**src/rtl/cgr_pkg.sv**
```systemverilog
// package for the channel processor general register file
// assumes one 10 MHz clock domain and synchronous active-low reset
package cgr_pkg;

  localparam int REG_COUNT = 8;
  localparam int DATA_WIDTH = 32;
  localparam int INDEX_WIDTH = 3;

  // register indices with implicit uses
  localparam logic [2:0] ACCUM_INDEX = 3'h0;
  localparam logic [2:0] SRC_PTR_INDEX = 3'h4;
  localparam logic [2:0] DST_PTR_INDEX = 3'h5;
  localparam logic [2:0] LOOP_PRIORITY_INDEX = 3'h6;
  localparam logic [2:0] STATUS_INDEX = 3'h7;

  // loop_priority_control fields
  localparam int LOOP_COUNT_LSB = 0;
  localparam int LOOP_COUNT_WIDTH = 12;
  localparam int SERVICE_TYPE_LSB = 14;
  localparam int REQ_PRIO_LSB = 16;
  localparam int CUR_PRIO_LSB = 24;
  localparam logic [31:0] LOOP_PRIORITY_RESET = 32'h0000_0000;

  // status_pointer_word fields
  localparam int ZERO_FLAG_BIT = 0;
  localparam int NEG_FLAG_BIT = 1;
  localparam int CARRY_FLAG_BIT = 2;
  localparam int OVF_FLAG_BIT = 3;
  localparam int LOOP_ZERO_FLAG_BIT = 4;
  localparam int CHANNEL_ENABLE_BIT = 6;
  localparam int SEGMENT_PTR_LSB = 8;
  localparam int FLAG_COUNT = 5;
  localparam int PARAMETER_RAM_OFFSET_WIDTH = 6;
  localparam int PARAMETER_RAM_ADDR_WIDTH = 14;
  localparam logic [31:0] STATUS_WRITE_MASK = 32'h0000_ffff;
  localparam logic [31:0] STATUS_RESET = 32'h0000_0000;
  localparam logic [31:0] GENERAL_RESET = 32'h0000_0000;

  typedef enum logic [1:0] {
    CGR_IDLE_type_s = 2'b00,
    CGR_RUN_type_s = 2'b01,
    CGR_ERR_type_s = 2'b11
  } cgr_chan_state_type;

endpackage

```
**src/rtl/cgr_flag_if.sv**
```systemverilog
// interface carrying flag update traffic inside the register file
// assumes the register file core and the flag merge unit share clk
`timescale 1ns/10ps
interface cgr_flag_if;
  logic [4:0] flag_mask;
  logic [4:0] flag_value;
  logic [31:0] wr_value;
  logic [31:0] merged;
  modport core (output flag_mask, output flag_value, output wr_value,
    input merged);
  modport merge (input flag_mask, input flag_value, input wr_value,
    output merged);
endinterface

```
**src/rtl/cgr_flag_merge.sv**
```systemverilog
// merges explicit writes with implicit flag results for status word
// assumes a purely combinational use by the register file core
`timescale 1ns/10ps
module cgr_flag_merge
  import cgr_pkg::*;
(
  cgr_flag_if.merge fl
);
  import cgr_pkg::*;

  always_comb begin
    fl.merged = fl.wr_value & STATUS_WRITE_MASK;
    for (int i = 0; i < FLAG_COUNT; i++) begin
      if (fl.flag_mask[i]) begin
        fl.merged[i] = fl.flag_value[i];
      end
    end
  end
endmodule // cgr_flag_merge

```
**src/rtl/cgr_regfile.sv**
```systemverilog
// channel processor general register file, eight 32-bit registers
// assumes pipeline drives ports synchronous to clk; no system bus access
`timescale 1ns/10ps
module cgr_regfile
  import cgr_pkg::*;
(
  input wire logic clk,
  input wire logic reset_n,
  // two read ports for the pipeline
  input wire logic [cgr_pkg::INDEX_WIDTH-1:0] rd_a_index,
  output logic [cgr_pkg::DATA_WIDTH-1:0] rd_a_data,
  input wire logic [cgr_pkg::INDEX_WIDTH-1:0] rd_b_index,
  output logic [cgr_pkg::DATA_WIDTH-1:0] rd_b_data,
  // explicit write port
  input wire logic wr_enable,
  input wire logic wr_to_accum,
  input wire logic [cgr_pkg::INDEX_WIDTH-1:0] wr_index,
  input wire logic [cgr_pkg::DATA_WIDTH-1:0] wr_data,
  // implicit flag update
  input wire logic [cgr_pkg::FLAG_COUNT-1:0] flag_update_mask,
  input wire logic [cgr_pkg::FLAG_COUNT-1:0] flag_update_value,
  // copy pointer updates
  input wire logic src_ptr_update,
  input wire logic [cgr_pkg::DATA_WIDTH-1:0] src_ptr_next_value,
  input wire logic dst_ptr_update,
  input wire logic [cgr_pkg::DATA_WIDTH-1:0] dst_ptr_next_value,
  input wire logic loop_count_update,
  input wire logic [cgr_pkg::LOOP_COUNT_WIDTH-1:0] loop_count_next_value,
  output logic [cgr_pkg::DATA_WIDTH-1:0] src_ptr,
  output logic [cgr_pkg::DATA_WIDTH-1:0] dst_ptr,
  output logic [cgr_pkg::LOOP_COUNT_WIDTH-1:0] outer_loop_count,
  // parameter_ram addressing
  input wire logic [cgr_pkg::PARAMETER_RAM_OFFSET_WIDTH-1:0] parameter_ram_offset,
  output logic [cgr_pkg::PARAMETER_RAM_ADDR_WIDTH-1:0] parameter_ram_word_address,
  // context restore port
  input wire logic ctx_restore,
  input wire logic [cgr_pkg::INDEX_WIDTH-1:0] ctx_index,
  input wire logic [cgr_pkg::DATA_WIDTH-1:0] ctx_data,
  input wire logic [cgr_pkg::INDEX_WIDTH-1:0] ctx_save_index,
  output logic [cgr_pkg::DATA_WIDTH-1:0] ctx_save_data,
  // exit posting and channel control
  input wire logic exit_post,
  output logic post_valid,
  output logic [1:0] service_type,
  output logic [7:0] request_priority_number,
  output logic [7:0] current_priority_number,
  input wire logic service_request,
  output logic channel_enable_bit,
  output logic error_exit
);
  import cgr_pkg::*;

  // ****************************************
  // storage
  // ****************************************
  logic [DATA_WIDTH-1:0] gr_reg [REG_COUNT];
  logic [DATA_WIDTH-1:0] low_reg [6];
  logic [DATA_WIDTH-1:0] loop_priority_reg;
  logic [DATA_WIDTH-1:0] status_reg;
  logic [DATA_WIDTH-1:0] status_next;
  logic [INDEX_WIDTH-1:0] wr_target;
  cgr_chan_state_type chan_state_reg;
  cgr_chan_state_type chan_state_next;

  cgr_flag_if fl ();

  cgr_flag_merge u_merge (
    .fl(fl)
  );

  function automatic logic [DATA_WIDTH-1:0] read_reg(
      input logic [INDEX_WIDTH-1:0] idx,
      input logic [DATA_WIDTH-1:0] value);
    if (idx == STATUS_INDEX) begin
      read_reg = value & STATUS_WRITE_MASK;
    end else begin
      read_reg = value;
    end
  endfunction

  // one write source aimed at one register
  function automatic logic aimed_at(
      input logic enable,
      input logic [INDEX_WIDTH-1:0] idx,
      input logic [INDEX_WIDTH-1:0] target);
    aimed_at = enable && idx == target;
  endfunction

  // accumulator instructions name no destination
  assign wr_target = wr_to_accum ? ACCUM_INDEX : wr_index;

  // ****************************************
  // status word merge
  // ****************************************
  always_comb begin
    fl.flag_mask = flag_update_mask;
    fl.flag_value = flag_update_value;
    if (aimed_at(ctx_restore, ctx_index, STATUS_INDEX)) begin
      fl.wr_value = ctx_data;
    end else if (aimed_at(wr_enable, wr_target, STATUS_INDEX)) begin
      fl.wr_value = wr_data;
    end else begin
      fl.wr_value = gr_reg[STATUS_INDEX];
    end
    status_next = fl.merged;
  end

  // ****************************************
  // general registers zero to five
  // ****************************************
  always_ff @(posedge clk) begin
    for (int i = 0; i < 6; i++) begin
      if (!reset_n) begin
        low_reg[i] <= GENERAL_RESET;
      end else if (aimed_at(ctx_restore, ctx_index, INDEX_WIDTH'(i))) begin
        low_reg[i] <= ctx_data;
      end else if (aimed_at(wr_enable, wr_target, INDEX_WIDTH'(i))) begin
        low_reg[i] <= wr_data;
      end else if (i == 4 && src_ptr_update) begin
        low_reg[i] <= src_ptr_next_value;
      end else if (i == 5 && dst_ptr_update) begin
        low_reg[i] <= dst_ptr_next_value;
      end
    end
  end

  // ****************************************
  // loop and priority control
  // ****************************************
  always_ff @(posedge clk) begin
    if (!reset_n) begin
      loop_priority_reg <= LOOP_PRIORITY_RESET;
    end else if (aimed_at(ctx_restore, ctx_index, LOOP_PRIORITY_INDEX)) begin
      loop_priority_reg <= ctx_data;
    end else if (aimed_at(wr_enable, wr_target, LOOP_PRIORITY_INDEX)) begin
      loop_priority_reg <= wr_data;
    end else if (loop_count_update) begin
      loop_priority_reg[LOOP_COUNT_LSB +: LOOP_COUNT_WIDTH] <=
        loop_count_next_value;
    end
  end

  // ****************************************
  // status word
  // ****************************************
  always_ff @(posedge clk) begin
    if (!reset_n) begin
      status_reg <= STATUS_RESET;
    end else begin
      status_reg <= status_next;
    end
  end

  // ****************************************
  // register view for reads and checks
  // ****************************************
  always_comb begin
    for (int i = 0; i < 6; i++) begin
      gr_reg[i] = low_reg[i];
    end
    gr_reg[LOOP_PRIORITY_INDEX] = loop_priority_reg;
    gr_reg[STATUS_INDEX] = status_reg;
  end

  // ****************************************
  // channel state on service requests
  // ****************************************
  always_comb begin
    chan_state_next = chan_state_reg;
    case (chan_state_reg)
      CGR_IDLE_type_s: begin
        if (service_request) begin
          if (gr_reg[STATUS_INDEX][CHANNEL_ENABLE_BIT]) begin
            chan_state_next = CGR_RUN_type_s;
          end else begin
            chan_state_next = CGR_ERR_type_s;
          end
        end
      end
      CGR_RUN_type_s: begin
        if (exit_post) begin
          chan_state_next = CGR_IDLE_type_s;
        end
      end
      CGR_ERR_type_s: begin
        chan_state_next = CGR_IDLE_type_s;
      end
      default: begin
        chan_state_next = CGR_IDLE_type_s;
      end
    endcase
  end

  always_ff @(posedge clk) begin
    if (!reset_n) begin
      chan_state_reg <= CGR_IDLE_type_s;
    end else begin
      chan_state_reg <= chan_state_next;
    end
  end

  assign error_exit = (chan_state_reg == CGR_ERR_type_s);

  // ****************************************
  // exit posting to the interrupt control unit
  // ****************************************
  always_ff @(posedge clk) begin
    if (!reset_n) begin
      post_valid <= 1'b0;
      service_type <= 2'h0;
      request_priority_number <= 8'h00;
      current_priority_number <= 8'h00;
    end else begin
      post_valid <= exit_post;
      if (exit_post) begin
        service_type <= {1'b0,
          gr_reg[LOOP_PRIORITY_INDEX][SERVICE_TYPE_LSB]};
        request_priority_number <=
          gr_reg[LOOP_PRIORITY_INDEX][REQ_PRIO_LSB +: 8];
        current_priority_number <=
          gr_reg[LOOP_PRIORITY_INDEX][CUR_PRIO_LSB +: 8];
      end
    end
  end

  // ****************************************
  // read side, pointers and addressing
  // ****************************************
  // no bus decode exists; reads only via instruction and context ports
  assign rd_a_data = read_reg(rd_a_index, gr_reg[rd_a_index]);
  assign rd_b_data = read_reg(rd_b_index, gr_reg[rd_b_index]);
  assign ctx_save_data = read_reg(ctx_save_index, gr_reg[ctx_save_index]);
  assign src_ptr = gr_reg[SRC_PTR_INDEX];
  assign dst_ptr = gr_reg[DST_PTR_INDEX];
  assign outer_loop_count =
    gr_reg[LOOP_PRIORITY_INDEX][LOOP_COUNT_LSB +: LOOP_COUNT_WIDTH];
  assign channel_enable_bit = gr_reg[STATUS_INDEX][CHANNEL_ENABLE_BIT];
  assign parameter_ram_word_address =
    {gr_reg[STATUS_INDEX][SEGMENT_PTR_LSB +: 8], parameter_ram_offset};
endmodule // cgr_regfile

```
**config.mk**
```make
export PLATFORM = sky130hd
export DESIGN_NAME = cgr_regfile
export DESIGN_NICKNAME = d
export VERILOG_FILES = /design/src/rtl/cgr_pkg.sv /design/src/rtl/cgr_flag_if.sv /design/src/rtl/cgr_flag_merge.sv /design/src/rtl/cgr_regfile.sv
export SDC_FILE = /design/constraint.sdc
export NUM_CORES = 1
export LEC_CHECK = 0
export BUFFER_PORTS_ARGS = -buffer_cell sky130_fd_sc_hd__buf_2
export CAP_MARGIN = 20
export CORE_UTILIZATION = 50
export DETAILED_ROUTE_END_ITERATION = 6
export MAX_ROUTING_LAYER = met4
export PLACE_DENSITY = 0.74
export SLEW_MARGIN = 40
export SYNTH_ARGS = -nofsm -noshare
export SYNTH_HDL_FRONTEND = slang
export SYNTH_SLANG_ARGS = --single-unit
```
**constraint.sdc**
```tcl
create_clock -name clk -period 6.27 [get_ports clk]
set_input_delay 1.254 -clock clk [delete_from_list [all_inputs] [get_ports clk]]
set_output_delay 1.254 -clock clk [all_outputs]
set_load 0.1 [all_outputs]
```
==> results of run 1 <==
per-layer routing:
layer,global-route usage (%),wire [um]
met1,45.6,23200
met2,56.3,30300
met3,7.66,7900
met4,18.2,3650
met5,-,0
cells in the mapped netlist (2+ instances only):
library cell  count  share of area [%]
edfxtp_1        192                 33
mux4_2          144                 18
a22o_1          128                6.3
nor2_1          127                2.7
nand2_1         107                2.3
clkbuf_1        101                2.1
mux2i_1          97                5.5
buf_4            91                3.9
mux2_2           73                4.6
dfxtp_1          68                7.7
o21ai_0          60                1.7
a21oi_1          47                1.3
a211oi_1         37                1.6
buf_2            37                1.0
and2_1           34                1.2
a221o_1          32                1.8
a31oi_1          31                1.1
nor3_1           30               0.85
o41ai_1          17               0.84
buf_1            15               0.32
nand3_1           9               0.25
and3_1            6               0.21
nand2b_1          6               0.21
clkbuf_2          5               0.14
nor2b_1           5               0.18
buf_6             4               0.25
nor3b_1           3               0.13
o211ai_1          2              0.085
o31ai_1           2              0.085
area by class of cell:
class / count / area share, %
Inverter: 2 / 0.0364
Clock buffer: 41 / 4.10
Tap cell: 455 / 2.76
Multi-Input combinational cell: 1011 / 45.7
Clock inverter: 15 / 0.990
Sequential cell: 260 / 34.6
Antenna cell: 14 / 0.170
Timing Repair Buffer: 424 / 11.7
where the power goes:
| group | total, mW | internal, mW | switching, mW | leakage (nW) |
|---|---|---|---|---|
| logic | 2.01 | 0.485 | 1.52 | 5.32 |
| registers | 2.13 | 2.00 | 0.127 | 2.52 |
| clock network | 1.88 | 1.14 | 0.739 | 0.503 |
per-stage QoR:
step | utilization [%] | hold slack [ns] | instances | instance area, um^2 | setup WS [ns]
final | 59.4 | 0.488 | 2222 | 20600 | 1.38
after global routing | 59.3 | 0.521 | 2220 | 20600 | 1.24
after CTS | 59.2 | 0.491 | 2208 | 20600 | 1.35
after detailed placement | 56.2 | 0.477 | 2152 | 19500 | 1.38
after global placement | 55.5 | 0.468 | 2140 | 19300 | 1.40
after floorplan | - | 0.452 | 1526 | 17700 | 0.489
worst min-delay path, cell delays in order, from the launching register on:
cell and delay [ns]:
dfxtp_1 0.32, mux2i_1 0.06, nor2_1 0.07
how the worst max path moves through the flow:
stage                       start       endpoint  slack (ns)
floorplan             wr_index[2]  low_reg[1][0]        0.49
global placement    rd_a_index[0]   rd_a_data[6]        1.40
detailed placement  rd_a_index[0]   rd_a_data[6]        1.38
CTS                 rd_a_index[0]   rd_a_data[4]        1.35
global route        rd_a_index[0]   rd_a_data[6]        1.24
finish              rd_a_index[0]   rd_a_data[4]        1.38
logic make-up (layout without fill, tap and decap cells):
family / Yosys count / in the layout / share of synthesized area, %
AND/OR/NAND/NOR: 337 / 337 / 8.49
multiplexers: 314 / 314 / 28.4
buffers and inverters: 255 / 482 / 7.80
AO/OA/AOI/OAI: 359 / 359 / 15.0
other: 1 / 15 / 0.0212
flip-flops: 260 / 260 / 40.2
==> results.yml, run 1 <==
setup_path:
  path_buf_inv: 3
  worstPathMaxFanout: 42
  crit_family: "buffers and inverters"
  crit_path_frequent_cell: "buf_4"
  endpoint_kind: "output pin"
  path_depth: 5
  worstSetupStartpointType: "primary input"
  r2r_start: "status_reg[3]"
  r2r_end: "status_reg[3]"
  arrival_ns: 3.64
  crit_type: "primary input to output pin"
  crit_chain: "buf_4, buf_4, mux4_2, mux2_2, buf_2"
  worstPathRequired_ns: 5.02
  rrSetupSlack_ns: 5.30
  cpMaxStageDelayCell: "buf_4"
  cpPeakStageDelay_ns: 0.59
  reg2regPathDepth: 2
die:
  num_rows: 68
  initial_utilization_pct: 51.0
  io_pins: 388
  die-area_um2: 36200
  die_w_um: 190
  die_h_um: 190
  core_area_um2: 34700
timing:
  fmax_ghz: 0.204
  finalMaxSlewViolations: 0
  post-route-period-util_pct: 78.0
  finalSetupViolations: 0
  max-slew-margin-rel_pct: 39.8
  hold_violations: 0
  clock_skew_ns: 0.00575
  worst_pin_slew_ns: 0.901
  setup_tns_ns: 0
  min_period_ns: 4.89
  rsz0062_at_grt: "false"
detailed_routing:
  drtPass1Iterations: 6
  vias_per_cell: 6.97
  drc: 0
  vias: 15500
  drt_iter0_markers: 1865
  routed_wl_mm: 65.1
  ant_nets: 0
  wl_per_cell_um: 29.3
synth:
  synth_edf_count: 192
  ys_seq_elements: 260
  ys_types: 45
  syn_area_per_cell_um2: 11.6
  syn_area_um2: 17700
  synth_flop_cell: "edfxtp_1"
  syn_inst: 1526
  seq_area_frac_synth_pct: 40.2
  async_reset_ff_share_pct: 0
  syn_nets: 1707
  ys_warn_count: 0
grt:
  antenna_found_initial: 13
  grt_pass1_vias: 15300
  grt_max_degree: 47
  grt_pass1_wl_mm: 95.1
  grt_use_total_pct: 36.5
  grt-ovfl-total: 0
flow_run:
  maxCapViolCount: 0
clocking:
  cts.sinks: 260
  cts_max_path_buffers: 3
  clock-root-buffer: "clkbuf_16"
  cts.hold.buffers_added: 0
  numCtsBuffers: 30
  clkTransAtPathRegs_ns: 0.06
  h-tree-depth: 1
  clock_latency_ns: 0.56
  cts_setup_buffers: 0
  cts_resized: 0
  cts_tree: "built"
cells_and_area:
  largest_reg_flops: 192
  fillCellCount: 2833
  multi_input_area_um2: 9410
  layout_commonest_cell: "buf_2"
  seqCellArea_um2: 7130
  drive_gt1_share_pct: 40.9
  area_growth_pct: 16.3
  nNetsFinal: 1910
  mostFrequentLayoutCells: "buf_2, edfxtp_1, mux4_2, a22o_1, nor2_1"
worst_hold_path:
  hold_path_class: "flip-flop to flip-flop"
  hold-path-cell-count: 2
  hp-start: "current_priority_number[3]"
  hold_end: "current_priority_number[3]"
power:
  leakage_nw: 8.34
  worst_ir_drop_vdd_v: 0.000255
  p_total_mw: 6.01
  p_per_area_nw_per_um2: 292
placed_design:
  gp_congestion: 0.892
  numPortBuffers: 374
  detailed_place_hpwl_mm: 42.8
status:
  status: "completed"
(Power assumes the default switching activity.)
==> inputs of run 2 (changes only) <==
PLACE_DENSITY = 0.77   (was 0.74)
clock period = 4.4 ns   (was 6.27 ns; I/O delays follow)
==> run 2 against run 1 <==
Total power increased by 41%; clock power grew 37%; worst hold slack better by 0.0090 ns; non-clock buffer count increased by 15; first-iteration DRC count decreased by 2.7%; routed wire length decreased by 2.2%.
==> results.yml, run 2 (synthesis results as in run 1) <==
status:
  status: "completed"
worst_hold_path:
  hold_path_class: "flip-flop to flip-flop"
  hp-start: "request_priority_number[2]"
  hold_end: "request_priority_number[2]"
  hold-path-cell-count: 2
clocking:
  cts_setup_buffers: 0
  clkTransAtPathRegs_ns: 0.06
  cts_tree: "built"
  cts.sinks: 260
  clock_latency_ns: 0.56
  cts.hold.buffers_added: 0
  h-tree-depth: 1
  clock-root-buffer: "clkbuf_16"
  cts_resized: 0
  cts_max_path_buffers: 3
  numCtsBuffers: 29
cells_and_area:
  drive_gt1_share_pct: 41.6
  area_growth_pct: 16.8
  largest_reg_flops: 192
  layout_commonest_cell: "buf_2"
  nNetsFinal: 1924
  final_util_pct: 59.6
  mostFrequentLayoutCells: "buf_2, edfxtp_1, mux4_2, a22o_1, nor2_1"
power:
  internal-power_mw: 5.06
  pwr-share-seq_pct: 35.8
  combPwrFrac_pct: 33.8
  p_switching_mw: 3.41
  p_per_area_nw_per_um2: 410
  leakage_nw: 8.39
  p_clk_share_pct: 30.4
  switching_share_pct: 40.2
  worst_ir_drop_vdd_v: 0.000280
flow_run:
  maxCapViolCount: 0
timing:
  worst_pin_slew_ns: 0.894
  rsz0062_at_grt: "false"
  finalMaxSlewViolations: 0
  min_period_ns: 3.62
  setup_slack_ns: 0.777
  finalSetupViolations: 0
  clock_skew_ns: 0.00932
  fmax_ghz: 0.276
  hold_violations: 0
  max-slew-margin-rel_pct: 40.1
  post-route-period-util_pct: 82.3
  setup_tns_ns: 0
detailed_routing:
  wl_met3_mm: 8.02
  drc: 0
  topRoutingLayerUsed: "met4"
  wl_per_cell_um: 28.5
  vias: 15500
  ant_nets: 0
  wl_met1_mm: 22.7
  met2WireLength_mm: 29.6
  drtPass1Iterations: 6
  routed_wl_mm: 63.6
  drt_iter0_markers: 1814
  vias_per_cell: 6.93
grt:
  grt-ovfl-total: 0
  grt_max_degree: 56
  grt_use_total_pct: 35.6
  grt_pass1_vias: 15400
  grt_pass1_wl_mm: 93.3
  antenna_found_initial: 14
setup_path:
  arrival_ns: 2.74
  r2r_end: "status_reg[6]"
  worstPathMaxFanout: 9
  endpoint_kind: "output pin"
  rrSetupSlack_ns: 3.35
  reg2regPathDepth: 2
  crit_type: "primary input to output pin"
  worstPathRequired_ns: 3.52
  worstSetupStartpointType: "primary input"
  r2r_start: "status_reg[6]"
die:
  die-area_um2: 36200
  die_h_um: 190
  io_pins: 388
  num_rows: 68
  core_area_um2: 34700
  initial_utilization_pct: 51.0
  die_w_um: 190
placed_design:
  detailed_place_hpwl_mm: 42.9
  place_ws_ns: 0.794
  gp_congestion: 0.890
  numPortBuffers: 374
==> run 2: layout make-up <==
type                    instances  area [um^2]
inverters                       2         7.51
repair buffers                439         2560
fillers                      2785        14000
diodes                         14         35.0
clock buffers                  38          791
well taps                     455          569
multi-input cells            1011         9400
flip-flops and latches        260         7130
clock inverters                16          203
==> run 2: power groups by stage <==
stage                     Sequential [mW]  Combinational [mW]  Clock (mW)
after floorplan                      3.03                2.36           0
after global placement               3.06                2.80           0
after detailed placement             3.08                2.84           0
after CTS                            3.03                2.84        2.57
after global routing                 3.06                2.94        2.65
final                                3.03                2.86        2.58
==> run 2: critical path: stages <==
cell and delay, ns:
buf_4 0.16, nor2b_2 0.63, buf_4 0.30, nand2_1 0.07, o21ai_0 0.09, mux2_2 0.20, buf_2 0.42
==> run 2: stage by stage <==
stage	hold WS [ns]	power, mW	instances	area, um^2
after floorplan	0.452	5.39	1526	17700
after global placement	0.470	5.85	2158	19500
after detailed placement	0.479	5.91	2166	19600
after CTS	0.497	8.44	2220	20600
after global routing	0.524	8.65	2234	20700
final	0.497	8.48	2235	20700
==> run 2: worst max path at each step <==
stage / from / endpoint / slack [ns] / depth (start not counted)
after detailed placement: rd_b_index[0] / rd_b_data[12] / 0.79 / 5
final: rd_b_index[0] / rd_b_data[22] / 0.78 / 7
after CTS: rd_b_index[0] / rd_b_data[12] / 0.81 / 5
after global placement: rd_b_index[0] / rd_b_data[9] / 0.86 / 5
after floorplan: rd_a_index[1] / rd_a_data[28] / 0.18 / 5
after global routing: rd_b_index[0] / rd_b_data[22] / 0.74 / 7
==> run 2: per-layer routing <==
metal	track usage [%]	up-vias
li1	-	6365
met1	43.7	7539
met2	55.4	1327
met3	8.87	267
met4	16.4	0
met5	-	-
==> inputs of run 3 (changes only) <==
clock period = 3.1 ns   (was 4.4 ns; I/O delays follow)
==> run 3 against run 2 <==
Design area increased by 5.8%; register-to-register slack got worse by 1.3 ns; sequential share of layout area decreased by 1.9 points; critical path type unchanged; count of clock-buffer cells in the layout unchanged; highest routed layer unchanged; largest cell class unchanged; critical endpoint is now ctx_save_data[7]; total power rose by 46%; global-route usage rose by 0.40 points.
==> results.yml, run 3 (synthesis results as in run 1) <==
status:
  status: "completed"
power:
  switching_share_pct: 39.4
  worst_ir_drop_vdd_v: 0.000445
  combPwrFrac_pct: 36.5
  pwr-share-seq_pct: 34.9
  internal-power_mw: 7.47
  p_clk_share_pct: 28.6
  p_switching_mw: 4.87
  p_total_mw: 12.3
  leakage_nw: 8.79
  p_per_area_nw_per_um2: 564
grt:
  grt_max_degree: 53
  grt_pass1_wl_mm: 94.2
  grt_use_total_pct: 36.0
  grt_pass1_vias: 15400
  antenna_found_initial: 18
  grt_busiest_layer: "met2"
  use_met3_pct: 7.09
  grt_use_met1_pct: 44.1
  gr-usage-met2_pct: 56.7
  grt-ovfl-total: 0
cells_and_area:
  layout_commonest_cell: "buf_2"
  largest_reg_flops: 192
  area_growth_pct: 23.5
  mostFrequentLayoutCells: "buf_2, edfxtp_1, mux4_2, a22o_1, nor2_1"
  nNetsFinal: 1946
  multi_input_area_um2: 9450
  seqCellArea_um2: 7130
  final_util_pct: 63.0
  fillCellCount: 2628
  stdcell_count: 2260
  drive_gt1_share_pct: 43.3
detailed_routing:
  drt_iter0_markers: 1882
  vias: 15400
  routed_wl_mm: 64.4
  wl_per_cell_um: 28.5
  drc: 0
  vias_per_cell: 6.83
  ant_nets: 0
  drtPass1Iterations: 6
clocking:
  cts_tree: "built"
  h-tree-depth: 1
  cts.sinks: 260
  cts.hold.buffers_added: 0
  clkTransAtPathRegs_ns: 0.07
  clock_latency_ns: 0.56
  cts_setup_buffers: 0
  cts_resized: 0
  cts_max_path_buffers: 3
  clock-root-buffer: "clkbuf_16"
  numCtsBuffers: 29
timing:
  rsz0062_at_grt: "false"
  max-slew-margin-rel_pct: 43.1
  worst_pin_slew_ns: 0.850
  hold_violations: 0
  holdWs_ns: 0.288
  fmax_ghz: 0.343
  clock_skew_ns: 0.00755
  post-route-period-util_pct: 94.0
  setup_tns_ns: 0
  min_period_ns: 2.91
  finalSetupViolations: 0
  finalMaxSlewViolations: 0
flow_run:
  maxCapViolCount: 0
setup_path:
  worstPathMaxFanout: 14
  r2r_start: "status_reg[3]"
  worstPathRequired_ns: 2.48
  reg2regPathDepth: 2
  endpoint_kind: "output pin"
  r2r_end: "status_reg[3]"
  worstSetupStartpointType: "primary input"
  crit_type: "primary input to output pin"
  rrSetupSlack_ns: 2.07
  arrival_ns: 2.29
die:
  die_h_um: 190
  core_area_um2: 34700
  num_rows: 68
  io_pins: 388
  die_w_um: 190
  die-area_um2: 36200
  initial_utilization_pct: 51.0
placed_design:
  gp_congestion: 0.879
  detailed_place_hpwl_mm: 43.9
  numPortBuffers: 374
  placedCellCount: 2189
worst_hold_path:
  hold_path_class: "primary input to flip-flop"
  hold_end: "status_reg[4]"
  hp-start: "flag_update_mask[4]"
  hold-path-cell-count: 2
==> run 3: layer usage <==
metal,vias to the layer above,part of all wire [%]
met1,7565,35
met4,0,5.3
met5,-,0
met2,1211,48
met3,236,12
li1,6432,-
==> run 3: power groups by stage <==
| stage | combinational, mW | sequential (mW) | clock, mW |
|---|---|---|---|
| after floorplan | 3.37 | 4.30 | 0 |
| after global placement | 4.43 | 4.34 | 0 |
| after detailed placement | 4.47 | 4.36 | 0 |
| after CTS | 4.48 | 4.29 | 3.52 |
| after global routing | 4.62 | 4.33 | 3.66 |
| final | 4.51 | 4.30 | 3.53 |
==> run 3: worst max-delay path, cell delays in order <==
cell and delay (ns):
buf_4 0.32, buf_12 0.22, mux4_2 0.51, mux2_2 0.30, buf_2 0.30
==> run 3: cell type report <==
type / count / share of cell area [%]
diodes: 18 / 0.206
clock buffers: 38 / 3.66
clock inverters: 15 / 0.760
inverters: 2 / 0.0343
multi-input cells: 1011 / 43.2
flip-flops and latches: 260 / 32.6
well taps: 455 / 2.60
repair buffers: 461 / 17.0
==> run 3: worst max path at each step <==
stage	from	end	slack, ns	cells after the start
after floorplan	rd_b_index[1]	rd_b_data[27]	-0.51	5
after global placement	ctx_save_index[0]	ctx_save_data[7]	0.24	5
after detailed placement	ctx_save_index[0]	ctx_save_data[7]	0.20	5
after CTS	ctx_save_index[0]	ctx_save_data[7]	0.20	5
after global routing	ctx_save_index[0]	ctx_save_data[7]	0.17	5
final	ctx_save_index[0]	ctx_save_data[7]	0.19	5
==> run 3: per-stage QoR <==
stage	instance area (um^2)	worst slack (ns)
floorplan	17800	-0.509
global placement	20800	0.240
detailed placement	20900	0.200
CTS	21800	0.196
global route	21900	0.167
finish	21900	0.186
